**config.mk**
```make
export PLATFORM = sky130hd
export DESIGN_NAME = ep0_dev_end_flat
export DESIGN_NICKNAME = d
export VERILOG_FILES = /design/src/verilog/ep0_pkg.sv /design/src/verilog/ep0_link_if.sv /design/src/verilog/ep0_byte_fifo.sv /design/src/verilog/ep0_dev_end.sv /design/src/flat_wrapper.sv
export SDC_FILE = /design/constraint.sdc
export NUM_CORES = 1
export LEC_CHECK = 0
export BUFFER_PORTS_ARGS = -buffer_cell sky130_fd_sc_hd__buf_2
export CAP_MARGIN = 0
export CORE_MARGIN = 2
export CORE_UTILIZATION = 50
export CTS_CLUSTER_DIAMETER = 60
export CTS_CLUSTER_SIZE = 24
export DETAILED_ROUTE_END_ITERATION = 8
export GPL_ROUTABILITY_DRIVEN = 0
export PLACE_DENSITY_LB_ADDON = 0.15
export SLEW_MARGIN = 5
export SYNTH_ARGS = -nofsm -noshare
export SYNTH_HDL_FRONTEND = slang
export SYNTH_SLANG_ARGS = --single-unit
```
**constraint.sdc**
```tcl
create_clock -name clk_in -period 4 [get_ports clk_in]
set_input_delay 0.2 -clock clk_in [delete_from_list [all_inputs] [get_ports clk_in]]
set_output_delay 0.2 -clock clk_in [all_outputs]
set_load 0.02 [all_outputs]
```
**src/verilog/ep0_pkg.sv**
```systemverilog
// shared constants for the endpoint-zero buffer ends
package ep0_pkg;
  // ----------------------------------------------------------------
  // sizes
  // ----------------------------------------------------------------
  localparam int BYTE_W = 8;
  localparam int FIFO_DEPTH = 64;
  localparam int CNT_W = $clog2(FIFO_DEPTH + 1);
  localparam int ADDR_W = 32;
  localparam int SETUP_LEN = 8;
  localparam logic [3:0] SETUP_FULL = 4'h8;
  // ----------------------------------------------------------------
  // device register addresses
  // ----------------------------------------------------------------
  localparam logic [31:0] OUT_FIFO_ADDR = 32'h0ffffe80;
  localparam logic [31:0] OUT_LEN_ADDR = 32'hfffffe81;
  localparam logic [31:0] IN_FIFO_ADDR = 32'h0ffffe83;
  localparam logic [31:0] SETUP_ADDR = 32'h0ffffe88;
  localparam logic [31:0] STATUS_ADDR = 32'h0ffffe89;
  localparam logic [31:0] NAK_ADDR = 32'h0ffffe8a;
  localparam logic [31:0] DEND_ADDR = 32'h0ffffe8b;
  localparam logic [31:0] CLEAR_ADDR = 32'h0ffffe8c;
  // ----------------------------------------------------------------
  // device field positions and reset values
  // ----------------------------------------------------------------
  localparam int ST_OUT_RECEIVED = 0;
  localparam int ST_PROTECT = 1;
  localparam int ST_DECODE = 2;
  localparam int ST_OUT_UNREAD = 3;
  localparam int ST_IN_PRESENT = 4;
  localparam int NAK_OUT = 0;
  localparam int NAK_IN = 1;
  localparam int DEND_BIT = 0;
  localparam int CLR_OUT = 0;
  localparam int CLR_IN = 1;
  localparam int REQ_TYPE_HI = 6;
  localparam int REQ_TYPE_LO = 5;
  localparam logic [1:0] REQ_STANDARD = 2'h0;
  localparam logic [7:0] LEN_RESET = 8'h00;
  localparam logic [7:0] IN_READ_VALUE = 8'h00;
  // ----------------------------------------------------------------
  // link token kinds
  // ----------------------------------------------------------------
  localparam logic [1:0] TOK_SETUP = 2'h0;
  localparam logic [1:0] TOK_OUT = 2'h1;
  localparam logic [1:0] TOK_IN = 2'h2;
  // ----------------------------------------------------------------
  // host controller registers
  // ----------------------------------------------------------------
  localparam logic [3:0] H_TX_ADDR = 4'h0;
  localparam logic [3:0] H_RX_ADDR = 4'h1;
  localparam logic [3:0] H_CMD_ADDR = 4'h2;
  localparam logic [3:0] H_STATUS_ADDR = 4'h3;
  localparam int CMD_KIND_LO = 0;
  localparam int CMD_KIND_HI = 1;
  localparam int CMD_BAD = 2;
  localparam int CMD_ACK = 3;
  localparam logic [3:0] LISTEN_LIMIT = 4'hf;
endpackage : ep0_pkg

```
**src/verilog/ep0_link_if.sv**
```systemverilog
// packet-level link between the usb host end and the endpoint-zero end
`timescale 1ns/10ps
`default_nettype none
interface ep0_link_if;
  // host to device
  logic tok_valid;
  logic [1:0] tok_kind;
  logic dat_valid;
  logic [7:0] dat;
  logic pkt_end;
  logic pkt_good;
  logic hs_ack;
  // device to host
  logic nak;
  logic in_valid;
  logic [7:0] in_data;
  logic in_end;

  modport dev (
    input tok_valid, tok_kind, dat_valid, dat, pkt_end, pkt_good, hs_ack,
    output nak, in_valid, in_data, in_end
  );
  modport host (
    output tok_valid, tok_kind, dat_valid, dat, pkt_end, pkt_good, hs_ack,
    input nak, in_valid, in_data, in_end
  );
endinterface : ep0_link_if
`default_nettype wire

```
**src/verilog/ep0_byte_fifo.sv**
```systemverilog
// byte fifo with clear, used for both directions of endpoint zero
`timescale 1ns/10ps
`default_nettype none
module ep0_byte_fifo #(
  parameter int WIDTH = 8,
  parameter int DEPTH = 64
) (
  input wire logic clk_in,
  input wire logic resetn_in,
  input wire logic clear_in,
  input wire logic push_in,
  input wire logic [WIDTH-1:0] data_in,
  input wire logic pop_in,
  output logic [WIDTH-1:0] head_out,
  output logic [$clog2(DEPTH+1)-1:0] count_out,
  output logic full_out,
  output logic empty_out
);
  localparam int PW = $clog2(DEPTH);
  localparam int CW = $clog2(DEPTH + 1);

  logic [WIDTH-1:0] mem [DEPTH];
  logic [PW-1:0] wr_ptr;
  logic [PW-1:0] rd_ptr;
  logic [CW-1:0] count;

  // ----------------------------------------------------------------
  // flags and qualified strobes
  // ----------------------------------------------------------------
  // pointers wrap by overflow, so depth must be a power of two
  wire logic do_push = push_in && !full_out && !clear_in;
  wire logic do_pop = pop_in && !empty_out && !clear_in;
  assign full_out = (count == CW'(DEPTH));
  assign empty_out = (count == '0);
  assign head_out = mem[rd_ptr];
  assign count_out = count;

  // storage needs no reset, the count guards it
  always_ff @(posedge clk_in)
  begin
    if (do_push)
      mem[wr_ptr] <= data_in;
  end

  // pointers and fill count
  always_ff @(posedge clk_in)
  begin
    if (!resetn_in || clear_in)
    begin
      wr_ptr <= '0;
      rd_ptr <= '0;
      count <= '0;
    end
    else
    begin
      wr_ptr <= do_push ? wr_ptr + 1'b1 : wr_ptr;
      rd_ptr <= do_pop ? rd_ptr + 1'b1 : rd_ptr;
      count <= count + CW'(do_push) - CW'(do_pop);
    end
  end
endmodule : ep0_byte_fifo
`default_nettype wire

```
**src/verilog/ep0_dev_end.sv**
```systemverilog
// endpoint-zero out fifo, setup buffer and in fifo of the usb function
// Function
// - 64-byte read-only fifo holds control out data
// - good out packet: flag, length, interrupt request
// - length tracks bytes; bad packet zeroes it
// - each out fifo read decrements length
// - length zero clears out nak, ready again
// - unread status drops once all bytes read
// - firmware reads all bytes or clears fifo
// - new setup token clears out fifo
// - good setup: store, protect, decode, interrupt (decode flag set here only for non-standard request types)
// - firmware reads setup in eight-byte groups
// - setup read pointer survives usb bus reset
// - setup always accepted; bad one raises nothing
// - setup under eight bytes keeps old packet
// - firmware checks protect flag before fifo use
// - 64-byte write-only in fifo reads zero
// - in data sent only when in nak set
// - host ack clears in nak bit
// - data end: short or zero-length packet
// - setup token clears unfinished in fifo
// - status stage without ack clears in fifo
//
// Chosen here: the address-and-strobe port.
`timescale 1ns/10ps
`default_nettype none
module ep0_dev_end (
  input wire logic clk_in,
  input wire logic resetn_in,
  ep0_link_if.dev link,
  input wire logic [ep0_pkg::ADDR_W-1:0] addr_in,
  input wire logic [7:0] wdata_in,
  input wire logic wr_in,
  input wire logic rd_in,
  output logic [7:0] rdata_out,
  output logic ep0_interrupt_request_out
);
  typedef enum logic [3:0] {
    RX_IDLE = 4'b0001,
    RX_SETUP = 4'b0010,
    RX_OUT = 4'b0100,
    RX_DROP = 4'b1000
  } ep0_rx_e;
  typedef enum logic [2:0] {
    TX_IDLE = 3'b001,
    TX_SEND = 3'b010,
    TX_WAIT = 3'b100
  } ep0_tx_e;
  localparam int CW = ep0_pkg::CNT_W;

  ep0_rx_e rx_state;
  ep0_rx_e next_rx;
  ep0_tx_e tx_state;
  ep0_tx_e next_tx;
  logic [7:0] out_len;
  logic out_nak;
  logic in_nak;
  logic dend;
  logic flag_rcv;
  logic flag_setup_protect_flag;
  logic flag_dec;
  logic [3:0] stage_cnt;
  logic [2:0] set_rd_ptr;
  logic [7:0] stage [ep0_pkg::SETUP_LEN];
  logic [7:0] setup_buf [ep0_pkg::SETUP_LEN];
  logic [7:0] out_head;
  logic [7:0] in_head;
  logic [CW-1:0] in_count;
  logic out_empty;
  logic in_empty;

  // ----------------------------------------------------------------
  // register and token decode
  // ----------------------------------------------------------------
  wire logic hit_out_rd = rd_in && addr_in == ep0_pkg::OUT_FIFO_ADDR;
  wire logic hit_set_rd = rd_in && addr_in == ep0_pkg::SETUP_ADDR;
  wire logic hit_in_wr = wr_in && addr_in == ep0_pkg::IN_FIFO_ADDR;
  wire logic hit_stat_wr = wr_in && addr_in == ep0_pkg::STATUS_ADDR;
  wire logic hit_nak_wr = wr_in && addr_in == ep0_pkg::NAK_ADDR;
  wire logic hit_dend_wr = wr_in && addr_in == ep0_pkg::DEND_ADDR;
  wire logic hit_clr_wr = wr_in && addr_in == ep0_pkg::CLEAR_ADDR;
  wire logic tok_setup = link.tok_valid && link.tok_kind == ep0_pkg::TOK_SETUP;
  wire logic tok_out = link.tok_valid && link.tok_kind == ep0_pkg::TOK_OUT;
  wire logic tok_in = link.tok_valid && link.tok_kind == ep0_pkg::TOK_IN;
  wire logic clr_out_fw = hit_clr_wr && wdata_in[ep0_pkg::CLR_OUT];
  wire logic clr_in_fw = hit_clr_wr && wdata_in[ep0_pkg::CLR_IN];
  wire logic set_dend_fw = hit_dend_wr && wdata_in[ep0_pkg::DEND_BIT];

  // ----------------------------------------------------------------
  // out data stage
  // ----------------------------------------------------------------
  // writes to the out fifo address have no decode and are dropped
  wire logic out_push = rx_state == RX_OUT && link.dat_valid;
  wire logic out_bad = rx_state == RX_OUT && link.pkt_end && !link.pkt_good;
  wire logic out_good = rx_state == RX_OUT && link.pkt_end && link.pkt_good
    && out_len != ep0_pkg::LEN_RESET;
  wire logic len_drain = hit_out_rd && out_len == 8'h01;
  // a bad packet or a new setup empties the fifo at once
  wire logic out_clear = tok_setup || clr_out_fw || out_bad;
  wire logic [7:0] next_out_len =
    out_clear ? ep0_pkg::LEN_RESET :
    out_push ? out_len + 8'h01 :
    (hit_out_rd && out_len != ep0_pkg::LEN_RESET) ? out_len - 8'h01 :
    out_len;
  // a finished packet beats a simultaneous firmware clear
  wire logic next_out_nak =
    out_good ? 1'b1 :
    (len_drain || out_clear) ? 1'b0 :
    hit_nak_wr ? wdata_in[ep0_pkg::NAK_OUT] : out_nak;

  ep0_byte_fifo #(
    .WIDTH(ep0_pkg::BYTE_W),
    .DEPTH(ep0_pkg::FIFO_DEPTH)
  ) u_out_fifo (
    .clk_in(clk_in),
    .resetn_in(resetn_in),
    .clear_in(out_clear),
    .push_in(out_push),
    .data_in(link.dat),
    .pop_in(hit_out_rd),
    .head_out(out_head),
    .count_out(),
    .full_out(),
    .empty_out(out_empty)
  );

  // ----------------------------------------------------------------
  // setup stage
  // ----------------------------------------------------------------
  wire logic stage_wr = rx_state == RX_SETUP && link.dat_valid
    && stage_cnt != ep0_pkg::SETUP_FULL;
  // short packets never reach the copy, so old contents stay
  wire logic setup_done = rx_state == RX_SETUP && link.pkt_end
    && stage_cnt == ep0_pkg::SETUP_FULL;
  wire logic setup_good = setup_done && link.pkt_good;
  wire logic fw_request = stage[0][ep0_pkg::REQ_TYPE_HI:ep0_pkg::REQ_TYPE_LO]
    != ep0_pkg::REQ_STANDARD;

  // staging keeps the live buffer intact until the packet length is known
  generate
    for (genvar i = 0; i < ep0_pkg::SETUP_LEN; i++)
    begin : g_setup
      always_ff @(posedge clk_in)
      begin
        if (!resetn_in)
        begin
          stage[i] <= 8'h00;
          setup_buf[i] <= 8'h00;
        end
        else
        begin
          if (stage_wr && stage_cnt[2:0] == 3'(i))
            stage[i] <= link.dat;
          // a bad full-length packet still overwrites the old one
          if (setup_done)
            setup_buf[i] <= stage[i];
        end
      end
    end
  endgenerate

  // staging count and firmware read pointer
  always_ff @(posedge clk_in)
  begin
    if (!resetn_in)
    begin
      stage_cnt <= 4'h0;
      set_rd_ptr <= 3'h0;
    end
    else
    begin
      stage_cnt <= tok_setup ? 4'h0 : stage_cnt + 4'(stage_wr);
      // only the chip reset clears it; eight reads wrap it home
      set_rd_ptr <= set_rd_ptr + 3'(hit_set_rd);
    end
  end

  // ----------------------------------------------------------------
  // status flags, set wins over a write-one clear
  // ----------------------------------------------------------------
  wire logic next_rcv = out_good
    || (flag_rcv && !(hit_stat_wr && wdata_in[ep0_pkg::ST_OUT_RECEIVED]));
  // firmware polls this before touching the fifos
  wire logic next_setup_protect_flag = setup_good
    || (flag_setup_protect_flag && !(hit_stat_wr && wdata_in[ep0_pkg::ST_PROTECT]));
  wire logic next_dec = (setup_good && fw_request)
    || (flag_dec && !(hit_stat_wr && wdata_in[ep0_pkg::ST_DECODE]));

  // ----------------------------------------------------------------
  // in data stage
  // ----------------------------------------------------------------
  wire logic in_push = hit_in_wr;
  wire logic in_go = tx_state == TX_IDLE && tok_in && in_nak;
  // first byte leaves with the token answer, so the host sees it one cycle on
  wire logic in_pop = tx_state == TX_SEND || (in_go && !in_empty);
  wire logic in_clear = clr_in_fw
    || (tok_setup && (!in_empty || in_nak || tx_state != TX_IDLE))
    || (tok_out && (!in_empty || in_nak || tx_state != TX_IDLE));
  wire logic ack_seen = tx_state == TX_WAIT && link.hs_ack;
  wire logic last_byte = in_pop && in_count == CW'(1);
  // data end arms the in nak bit so the packet goes out as is
  wire logic next_in_nak =
    (tok_setup || tok_out) ? 1'b0 :
    hit_nak_wr ? wdata_in[ep0_pkg::NAK_IN] :
    set_dend_fw ? 1'b1 :
    ack_seen ? 1'b0 : in_nak;
  wire logic next_dend =
    (in_clear || ack_seen) ? 1'b0 :
    hit_dend_wr ? wdata_in[ep0_pkg::DEND_BIT] : dend;

  ep0_byte_fifo #(
    .WIDTH(ep0_pkg::BYTE_W),
    .DEPTH(ep0_pkg::FIFO_DEPTH)
  ) u_in_fifo (
    .clk_in(clk_in),
    .resetn_in(resetn_in),
    .clear_in(in_clear),
    .push_in(in_push),
    .data_in(wdata_in),
    .pop_in(in_pop),
    .head_out(in_head),
    .count_out(in_count),
    .full_out(),
    .empty_out(in_empty)
  );

  // transmit sequencing
  always_comb
  begin
    next_tx = tx_state;
    unique case (tx_state)
      TX_IDLE:
        if (in_go)
          next_tx = (in_empty || last_byte) ? TX_WAIT : TX_SEND;
      TX_SEND:
        if (last_byte || in_empty)
          next_tx = TX_WAIT;
      TX_WAIT:
        if (link.hs_ack || link.tok_valid)
          next_tx = TX_IDLE;
    endcase
  end

  // receive mode follows each token; a busy fifo turns out into a drop
  assign next_rx = tok_setup ? RX_SETUP :
    tok_out ? (out_nak ? RX_DROP : RX_OUT) :
    (tok_in || link.pkt_end) ? RX_IDLE : rx_state;

  // ----------------------------------------------------------------
  // register read path
  // ----------------------------------------------------------------
  wire logic [7:0] status_byte = {3'h0, !in_empty || dend,
    !out_empty, flag_dec, flag_setup_protect_flag, flag_rcv};
  wire logic [7:0] rd_value =
    addr_in == ep0_pkg::OUT_FIFO_ADDR ? out_head :
    addr_in == ep0_pkg::OUT_LEN_ADDR ? out_len :
    addr_in == ep0_pkg::SETUP_ADDR ? setup_buf[set_rd_ptr] :
    addr_in == ep0_pkg::STATUS_ADDR ? status_byte :
    addr_in == ep0_pkg::NAK_ADDR ? {6'h00, in_nak, out_nak} :
    addr_in == ep0_pkg::DEND_ADDR ? {7'h00, dend} :
    ep0_pkg::IN_READ_VALUE;

  // ----------------------------------------------------------------
  // state and output registers
  // ----------------------------------------------------------------
  always_ff @(posedge clk_in)
  begin
    if (!resetn_in)
    begin
      rx_state <= RX_IDLE;
      tx_state <= TX_IDLE;
      out_len <= ep0_pkg::LEN_RESET;
      out_nak <= 1'b0;
      in_nak <= 1'b0;
      dend <= 1'b0;
      flag_rcv <= 1'b0;
      flag_setup_protect_flag <= 1'b0;
      flag_dec <= 1'b0;
      rdata_out <= 8'h00;
      ep0_interrupt_request_out <= 1'b0;
      link.nak <= 1'b0;
      link.in_valid <= 1'b0;
      link.in_data <= 8'h00;
      link.in_end <= 1'b0;
    end
    else
    begin
      rx_state <= next_rx;
      tx_state <= next_tx;
      out_len <= next_out_len;
      out_nak <= next_out_nak;
      in_nak <= next_in_nak;
      dend <= next_dend;
      flag_rcv <= next_rcv;
      flag_setup_protect_flag <= next_setup_protect_flag;
      flag_dec <= next_dec;
      rdata_out <= rd_in ? rd_value : 8'h00;
      ep0_interrupt_request_out <= flag_rcv || flag_setup_protect_flag || flag_dec;
      link.nak <= (tok_in && !in_nak)
        || (rx_state == RX_DROP && link.pkt_end);
      link.in_valid <= in_pop && !in_empty;
      link.in_data <= in_head;
      link.in_end <= last_byte || (in_go && in_empty);
    end
  end
endmodule : ep0_dev_end
`default_nettype wire

```
**src/flat_wrapper.sv**
```systemverilog
// flat-port wrapper written by rule: the top's interface ports become plain ports
module ep0_dev_end_flat 
  (clk_in, resetn_in, addr_in, wdata_in, wr_in, rd_in, rdata_out, ep0_interrupt_request_out, link_tok_valid, link_tok_kind, link_dat_valid, link_dat, link_pkt_end, link_pkt_good, link_hs_ack, link_nak, link_in_valid, link_in_data, link_in_end);
  ep0_link_if link_i ();
  input wire logic clk_in;
  input wire logic resetn_in;
  input wire logic [ep0_pkg::ADDR_W-1:0] addr_in;
  input wire logic [7:0] wdata_in;
  input wire logic wr_in;
  input wire logic rd_in;
  output logic [7:0] rdata_out;
  output logic ep0_interrupt_request_out;
  input wire logic [$bits(link_i.tok_valid)-1:0] link_tok_valid;
  input wire logic [$bits(link_i.tok_kind)-1:0] link_tok_kind;
  input wire logic [$bits(link_i.dat_valid)-1:0] link_dat_valid;
  input wire logic [$bits(link_i.dat)-1:0] link_dat;
  input wire logic [$bits(link_i.pkt_end)-1:0] link_pkt_end;
  input wire logic [$bits(link_i.pkt_good)-1:0] link_pkt_good;
  input wire logic [$bits(link_i.hs_ack)-1:0] link_hs_ack;
  output wire logic [$bits(link_i.nak)-1:0] link_nak;
  output wire logic [$bits(link_i.in_valid)-1:0] link_in_valid;
  output wire logic [$bits(link_i.in_data)-1:0] link_in_data;
  output wire logic [$bits(link_i.in_end)-1:0] link_in_end;
  assign link_i.tok_valid = link_tok_valid;
  assign link_i.tok_kind = link_tok_kind;
  assign link_i.dat_valid = link_dat_valid;
  assign link_i.dat = link_dat;
  assign link_i.pkt_end = link_pkt_end;
  assign link_i.pkt_good = link_pkt_good;
  assign link_i.hs_ack = link_hs_ack;
  assign link_nak = link_i.nak;
  assign link_in_valid = link_i.in_valid;
  assign link_in_data = link_i.in_data;
  assign link_in_end = link_i.in_end;
  ep0_dev_end u_core (.clk_in(clk_in), .resetn_in(resetn_in), .link(link_i), .addr_in(addr_in), .wdata_in(wdata_in), .wr_in(wr_in), .rd_in(rd_in), .rdata_out(rdata_out), .ep0_interrupt_request_out(ep0_interrupt_request_out));
endmodule
```
Word level (Yosys, flattened, before mapping)
Memories as Yosys holds them, arrays and structs flattened. A register that Yosys moved wholly into a read port is not among the register bits.
Cells that the tools add are included.
{"block": "word_totals", "input_bits": 59, "mem_count": 4, "word_cells": 274, "mem_bits_rw": 1152, "reg_bits": 78}
{"block": "op_classes", "n_addsub": 12, "n_reduce_logical": 111, "bitwise_logic": 17, "n_mux": 74, "eq_ne": 33}
{"memory": "u_core.u_in_fifo.mem", "words": 64, "word_bits": 8, "read_ports": 1, "rd_clocked_by_memory_dff": 1, "write_ports": 1, "line_no": "ep0_byte_fifo.sv:22", "source": "logic [WIDTH-1:0] mem [DEPTH];"}
{"memory": "u_core.u_out_fifo.mem", "words": 64, "word_bits": 8, "read_ports": 1, "rd_clocked_by_memory_dff": 1, "write_ports": 1, "line_no": "ep0_byte_fifo.sv:22"}
{"memory": "u_core.setup_buf", "words": 8, "word_bits": 8, "read_ports": 1, "rd_clocked_by_memory_dff": 1, "write_ports": 8, "line_no": "ep0_dev_end.sv:65", "source": "logic [7:0] setup_buf [ep0_pkg::SETUP_LEN];"}
{"memory": "u_core.stage", "words": 8, "word_bits": 8, "read_ports": 8, "rd_clocked_by_memory_dff": 0, "write_ports": 8, "line_no": "ep0_dev_end.sv:64", "source": "logic [7:0] stage [ep0_pkg::SETUP_LEN];"}
{"operator": "equality test 32 x 28 -> 1 bit (second input constant)", "count": 7}
{"operator": "two-way mux 8 bit", "count": 23}
{"operator": "logical AND 1 bit", "count": 58}
{"operator": "two-way mux 1 bit", "count": 39}
{"operator": "equality test 32 bit (second input constant)", "count": 1}
{"operator": "adder 6 x 1 -> 6 bit (second input constant)", "count": 4}
{"operator": "logical OR 1 bit", "count": 23}
{"operator": "OR 1 bit", "count": 16}
{"operator": "equality test 3 bit (second input constant)", "count": 5}
{"operator": "two-way mux 3 bit", "count": 5}
{"operator": "adder 7 x 1 -> 7 bit", "count": 2}
{"operator": "equality test 7 bit (second input constant)", "count": 2}
{"operator": "logical NOT 7 bit", "count": 2}
{"operator": "subtractor 7 x 1 -> 7 bit", "count": 2}
{"operator": "logical NOT 1 bit", "count": 13}
{"operator": "two-way mux 4 bit", "count": 3}
{"operator": "two-way mux 6 bit", "count": 2}
{"operator": "equality test 3 x 2 -> 1 bit (second input constant)", "count": 3}
{"operator": "case mux 3 bit (3 select lines)", "count": 1}
{"operator": "nonzero test 3 bit", "count": 3}
{"operator": "adder 8 x 1 -> 8 bit (second input constant)", "count": 1}
{"operator": "equality test 4 bit (second input constant)", "count": 2}
{"operator": "equality test 8 x 1 -> 1 bit (second input constant)", "count": 1}
{"operator": "nonzero test 8 bit", "count": 1}
{"operator": "21 further kinds", "count": 28}

Longest topological paths before layout
{"block": "depth", "ltp_word": 11, "ltp_mapped": 17, "depth_no_buf": 17}

Hierarchy
Synthesis repeated with hierarchy kept, for this count alone.
{"block": "hier_totals", "hier_cells": 2702, "hier_area_um2": 49989.2}
{"mod": "ep0_byte_fifo at u_core.u_out_fifo", "n_inst": 1, "seq_area_each_um2": 15875.2, "cells_each": 1032, "area_each_um2": 21031.4}
{"mod": "ep0_byte_fifo at u_core.u_in_fifo", "n_inst": 1, "seq_area_each_um2": 15875.2, "cells_each": 1028, "area_each_um2": 20948.8}
{"mod": "ep0_dev_end", "n_inst": 1, "seq_area_each_um2": 4804.6, "cells_each": 642, "area_each_um2": 8008.9}

Worst setup path before layout
No wires, ideal clock.
{"block": "synth_timing", "path_type": "reg-to-reg", "from": "register u_core.u_in_fifo.count[4], in the netlist u_core.u_in_fifo.count_out[4]", "to": "register u_core.u_in_fifo.count[6], in the netlist u_core.u_in_fifo.count_out[6]", "arrival_ns": 3.215, "setup_ns": 0.075, "required_time_ns": 3.925, "stages_incl_launch_ff": 18, "path_slack_ns": 0.710, "n_path_buf": 0, "path_cell_list": "dfxtp_1 inv_1 ha_1 nand4bb_1 nor2_1 a211oi_1 o211ai_1 inv_1 ha_1 inv_1 ha_1 fa_1 a21oi_1 o21bai_1 a21oi_1 nor2_1 or3_1 a21oi_1"}
{"element": "from (decl)", "line_no": "ep0_byte_fifo.sv:25", "source": "logic [CW-1:0] count;"}
{"element": "from (signal assigned)", "line_no": "ep0_byte_fifo.sv:58", "source": "count <= count + CW'(do_push) - CW'(do_pop);"}
{"element": "logical NOT 7 bit (*)", "line_no": "ep0_byte_fifo.sv:34", "source": "assign empty_out = (count == '0);"}
{"element": "logical NOT 1 bit (*)"}
{"element": "logical OR 1 bit (2 in a row)", "line_no": "ep0_dev_end.sv:197, ep0_dev_end.sv:198"}
{"element": "logical AND 1 bit", "line_no": "ep0_dev_end.sv:197", "source": "|| (tok_setup && (!in_empty || in_nak || tx_state != TX_IDLE))"}
{"element": "logical OR 1 bit", "line_no": "ep0_dev_end.sv:197"}
{"element": "logical OR 1 bit", "line_no": "ep0_dev_end.sv:198", "source": "|| (tok_out && (!in_empty || in_nak || tx_state != TX_IDLE));"}
{"element": "logical NOT 1 bit", "line_no": "ep0_byte_fifo.sv:32", "source": "wire logic do_pop = pop_in && !empty_out && !clear_in;"}
{"element": "logical AND 1 bit (*)", "line_no": "ep0_byte_fifo.sv:32"}
{"element": "via u_core.u_in_fifo.do_pop", "line_no": "ep0_byte_fifo.sv:32"}
{"element": "subtractor 7 x 1 -> 7 bit (*)", "line_no": "ep0_byte_fifo.sv:58"}
The timed path passes the listed nets; every way through them passes the cells marked *.
A chain may end at the register's enable or synchronous reset.

Worst setup path in the final report
{"block": "layout_timing", "from": "register u_core.u_in_fifo.count[3], in the netlist u_core.u_in_fifo.count_out[3]", "to": "register u_core.u_in_fifo.count[6], in the netlist u_core.u_in_fifo.count_out[6]"}
{"block": "layout_via", "elab_chain_cells": 11}
{"element": "logical NOT 7 bit", "line_no": "ep0_byte_fifo.sv:34"}
{"element": "logical NOT 1 bit"}
{"element": "logical OR 1 bit (2 in a row)", "line_no": "ep0_dev_end.sv:197, ep0_dev_end.sv:198"}
{"element": "logical AND 1 bit", "line_no": "ep0_dev_end.sv:197"}
{"element": "logical OR 1 bit", "line_no": "ep0_dev_end.sv:197"}
{"element": "logical OR 1 bit", "line_no": "ep0_dev_end.sv:198"}
{"element": "logical NOT 1 bit", "line_no": "ep0_byte_fifo.sv:31, ep0_byte_fifo.sv:32"}
{"element": "logical AND 1 bit", "line_no": "ep0_byte_fifo.sv:31", "source": "wire logic do_push = push_in && !full_out && !clear_in;"}
{"element": "adder 7 x 1 -> 7 bit", "line_no": "ep0_byte_fifo.sv:58"}
{"element": "subtractor 7 x 1 -> 7 bit", "line_no": "ep0_byte_fifo.sv:58"}
Several ways; a longest one is shown, not always the timed one.

==> results.md <==
Global routing:
- The global routing stage identified its most utilized layer as met2.
- In the global route stage, overall resource usage came out at 0.2261.
- For met1 alone, demand over resource in global routing was 0.3072.
- The via count of the first global-routing pass was 26.10k.
- The overall overflow remaining after global route is 0.
- For met2 alone, demand over resource in global routing was 0.3785.
- Entering global routing, the biggest net connects 69 pins.
- The first-pass GRT wire length is 170200 um.
- For this run, global-route usage on met3 was measured as 0.03328.
- The initial antenna violation count is 1.

Worst setup path:
- The required time of the critical path is 4600 ps.
- The arrival time of data at the critical path endpoint is 4310 ps.
- Among all stages on the critical path, the largest delay is contributed by sky130_fd_sc_hd__fa_1.
- The peak per-stage delay on the critical path is 440 ps.
- The category of the worst setup path capture point is a flop.
- The critical path goes through inv_1 > ha_1 > nand4bb_1 > o31ai_4 > and2_1 > nand3_1 > ha_1 > inv_1 > ha_1 > fa_1 > a21oi_1 > o21bai_1 > a21oi_1 > nor2_1 > or3_1 > a21oi_1.
- The critical path is of the flop to flop type.
- The startpoint kind of the worst setup timing path is a flop.
- In this run the worst path has a maximum fanout of 6.

CTS:
- The clock latency at the later pin of the worst-skew pair is 700 ps.
- The deepest clock path buffer count is 3.
- The clock edge transition at the registers on the reported setup and hold paths is 90 ps.
- The count of H-tree levels built during CTS is 3.
- The tree is rooted in a sky130_fd_sc_hd__clkbuf_16.
- CTS saw 1244 sinks.
- TritonCTS created 93 clock buffers.
- TritonCTS built the clock tree.

STA:
- Setup repair after global routing left no endpoint under its margin.
- The maximum frequency from static timing analysis is 269.9 MHz.
- Of the available clock period, the critical path in the final layout requires 0.9264.
- The worst hold slack is 66.69 ps.
- The clock skew after layout is 27.50 ps.
- Setup violations remaining at the end of the flow were counted as 0.
- The number of pins with negative max-slew slack in the final report is 0.
- The final count of hold timing violations is 0.
- The transition time at the pin with the least slew margin is 1304 ps.
- The worst pin sits at a relative slew slack of 0.1307.
- The post-route minimum period is 3706 ps.
- Summed over all failing endpoints, the final setup total negative slack is 0 ps.

Yosys:
- The number of instances in the synthesized netlist is 2629.
- After synthesis, the share of flip-flops with an asynchronous set or reset is 0.
- A synthesized cell averages 18.89 um2.
- Of the total synthesized cell area, the portion taken by full adders, half adders and majority gates is 0.008112.
- The number of library cell types mapped by synthesis is 79.
- The post-synthesis compound-gate area fraction is 0.02688.
- The portion of the post-synthesis area used by sequential elements is 0.7336.
- The primary flip-flop cell chosen by synthesis mapping is sky130_fd_sc_hd__edfxtp_1.
- After synthesis, the largest family of logic cells by area is multiplexers.
- The count of synthesis-stage warnings from yosys is 0.
- The multiplexer area fraction after synthesis is 0.1483.
- The netlist area before placement is 0.04966 mm2.
- Synthesis produced a netlist with a net count of 2719.
- The synthesis-stage register bit count is 1244.
- The number of enable-type register cells in the synthesized netlist is 1152.
- Of the total synthesized cell area, the portion taken by AND, OR, NAND and NOR gates is 0.06402.
- The fraction of synthesized cell area in xor and xnor cells is 0.004938.

Detailed routing:
- The antenna violation net count after detailed routing is 0.
- In the routed design, unresolved DRC markers number 0.
- The number of iterations in the first detailed-routing pass is 7.
- Dividing the detail-routed via count by the number of cells gives 5.967.
- The initial detailed-routing violation count is 2457.
- The number of vias after detailed routing is 25.36k.
- The average routed wire per standard cell is 26.81 um.
- The final layout contains routed wiring with a total length of 114000 um.

Cells and area:
- The area growth from synthesis to layout is 13.34%.
- The multi-input combinational cells in the finished layout cover a total of 0.01253 mm2.
- The total number of nets in the final design is 2973.
- After routing the design area is 0.05629 mm2.
- The number of antenna diodes in the final layout is 0.
- Registers take 0.03645 mm2.
- After filler insertion, the fill cell instance count of the layout stands at 7396.
- Of the cells placed in the final design, the portion with a size suffix greater than 1 is 0.2632.

Die:
- 79 I/O pins were placed.
- The x dimension of the die is 319.2 um.
- The placeable core area is 0.09842 mm2.
- In this run the core area contains 115 standard-cell rows.
- The overall die height is 319.2 um.
- The total die area is 0.1019 mm2.
- The initial core utilization is 0.5046.

Power:
- Dividing total power by cell area gives a power density of 443.5 mW/mm2.
- In this run the static leakage power is 17.81 nW.
- IR analysis of the VDD net gives a maximum drop of 0.3813 mV.

Place:
- The number of port buffers is 78.
- The HPWL after detailed placement is 74650 um.
- The placed instances occupy a cell area of 0.05272 mm2.

Status:
- The flow ran to the end, and the final reports show no timing, DRC or antenna violations.

Flow run:
- The tool flagged a number of max-cap violations equal to 0.

Min path:
- The type of the tightest min-delay check is primary input to flop.
## critical path: cells and delay by family (launching register included)
family	cells	cell delay, ps
fa+ha+maj	4	1140
compound gates	5	950
simple gates	5	1090
flops	1	320
buf+inv	2	140
## logic make-up (layout without fill, tap and decap cells)
| family | after synthesis | in the layout |
|---|---|---|
| buffers and inverters | 169 | 503 |
| AOI/OAI and AO/OA | 190 | 190 |
| xor gates and xnor gates | 28 | 28 |
| muxes | 357 | 357 |
| and+or+nand+nor | 610 | 610 |
| DFF | 1244 | 1244 |
| adders and majority gates | 31 | 31 |
## cell usage in the layout (no fill, tap or decap), types with 8 or more instances in the layout
cell type	Yosys	routed
sky130_fd_sc_hd__xor2_1	11	11
sky130_fd_sc_hd__a31oi_1	10	10
sky130_fd_sc_hd__xnor2_1	17	17
sky130_fd_sc_hd__nand2_1	67	66
sky130_fd_sc_hd__dfxtp_1	92	85
sky130_fd_sc_hd__nand2b_1	12	12
sky130_fd_sc_hd__inv_1	42	42
sky130_fd_sc_hd__buf_4	5	185
sky130_fd_sc_hd__mux2i_1	52	52
sky130_fd_sc_hd__inv_12	0	11
sky130_fd_sc_hd__nand3b_1	13	13
sky130_fd_sc_hd__a22oi_1	10	10
sky130_fd_sc_hd__nand3_1	40	40
sky130_fd_sc_hd__mux4_2	303	303
sky130_fd_sc_hd__o22ai_1	12	12
sky130_fd_sc_hd__nor2_1	214	213
sky130_fd_sc_hd__o211ai_1	9	9
sky130_fd_sc_hd__nand4_1	18	18
sky130_fd_sc_hd__or2_2	8	8
sky130_fd_sc_hd__nor4_1	11	11
sky130_fd_sc_hd__nor3_1	21	21
sky130_fd_sc_hd__clkbuf_16	0	94
sky130_fd_sc_hd__a22o_1	9	9
sky130_fd_sc_hd__edfxtp_1	1152	1152
sky130_fd_sc_hd__nor2b_1	13	13
sky130_fd_sc_hd__dlygate4sd3_1	0	13
sky130_fd_sc_hd__ha_1	29	29
sky130_fd_sc_hd__and2_1	138	138
sky130_fd_sc_hd__o21ai_0	31	31
sky130_fd_sc_hd__buf_2	30	78
sky130_fd_sc_hd__or3_1	15	15
sky130_fd_sc_hd__buf_12	0	9
sky130_fd_sc_hd__inv_6	0	11
sky130_fd_sc_hd__clkinv_8	0	19
sky130_fd_sc_hd__a21oi_1	37	37
sky130_fd_sc_hd__inv_8	0	13
## worst paths after layout
kind         cells past startpoint                     startpoint                            end  slack, ps
min                              5                     addr_in[0]                    u_core.dend         70
min reg2reg                      2     u_core.u_in_fifo.rd_ptr[4]     u_core.u_in_fifo.rd_ptr[4]        500
max reg2reg                     16  u_core.u_in_fifo.count_out[3]  u_core.u_in_fifo.count_out[6]        290
max                             16  u_core.u_in_fifo.count_out[3]  u_core.u_in_fifo.count_out[6]        290
## state kept, by name, summed over array words and instances, names as in the netlist, 4 cells and up, named ones only
| register | flops |
|---|---|
| u_core.u_out_fifo.count_out | 7 |
| u_core.u_in_fifo.mem | 512 |
| u_core.u_out_fifo.rd_ptr | 6 |
| u_core.u_out_fifo.wr_ptr | 6 |
| u_core.rdata_out | 8 |
| u_core.stage | 64 |
| u_core.u_out_fifo.mem | 512 |
| u_core.stage_cnt | 4 |
| u_core.u_in_fifo.wr_ptr | 6 |
| u_core.link.in_data | 8 |
| u_core.u_in_fifo.rd_ptr | 6 |
| u_core.u_in_fifo.count_out | 7 |
| u_core.setup_buf | 64 |
| u_core.rx_state | 4 |
| u_core.out_len | 8 |
## layer usage
layer  up-vias  part of all wire
met1     13220              0.41
met3       179             0.059
met4         0             0.030
li1      11130                 -
met5         -                 0
met2       834              0.50
## what timing repair did
action | 4_1_cts | 5_1_grt
hold buffers | 13 | 0
setup buffers | 0 | 0
hold endpoints to repair | 39 | 0
resized for setup | 0 | 0
setup endpoints to repair | 0 | 0
## cells in the mapped netlist, drive strengths merged, types with 7 or more instances
library cell	instances	area share
a21oi	37	0.0037
a221oi	8	0.0015
a22o	9	0.0016
a22oi	10	0.0015
a31oi	10	0.0013
and2	139	0.018
and3	7	0.00088
buf	61	0.0059
clkbuf	65	0.0049
dfxtp	92	0.037
edfxtp	1152	0.70
ha	29	0.0073
inv	43	0.0032
mux2i	52	0.010
mux4	303	0.14
nand2	67	0.0051
nand2b	12	0.0015
nand3	41	0.0042
nand3b	13	0.0020
nand4	18	0.0023
nor2	214	0.016
nor2b	13	0.0016
nor3	21	0.0021
nor4	12	0.0018
nor4b	7	0.0015
o211ai	9	0.0014
o21ai	32	0.0032
o22ai	12	0.0015
o31ai	8	0.0015
or2	9	0.0011
or3	16	0.0021
xnor2	17	0.0030
xor2	11	0.0019
## stage by stage
stage,cells,total power [mW],setup WS (ps),utilization
after detailed placement,4062,15.01,299.0,0.5356
after floorplan,2629,14.69,709.6,-
after global routing,4250,25.69,18.98,0.5719
after global placement,4062,14.99,445.9,0.5356
final,4250,24.96,294.3,0.5719
after CTS,4250,25.20,295.2,0.5719
## final cells by class
| type | instances | share of cell area |
|---|---|---|
| clock buffers | 96 | 0.04192 |
| flip-flops and latches | 1244 | 0.6476 |
| repair buffers | 285 | 0.03712 |
| clock inverters | 79 | 0.01914 |
| multi-input cells | 1216 | 0.2227 |
| well taps | 1287 | 0.02861 |
| inverters | 43 | 0.002868 |
## power breakdown
group	internal (mW)	total (mW)	switching [mW]
sequential	14.2	14.3	0.0325
combinational	0.106	0.451	0.345
clock	5.00	10.2	5.24
No activity file was read; power rests on OpenSTA's default activity.
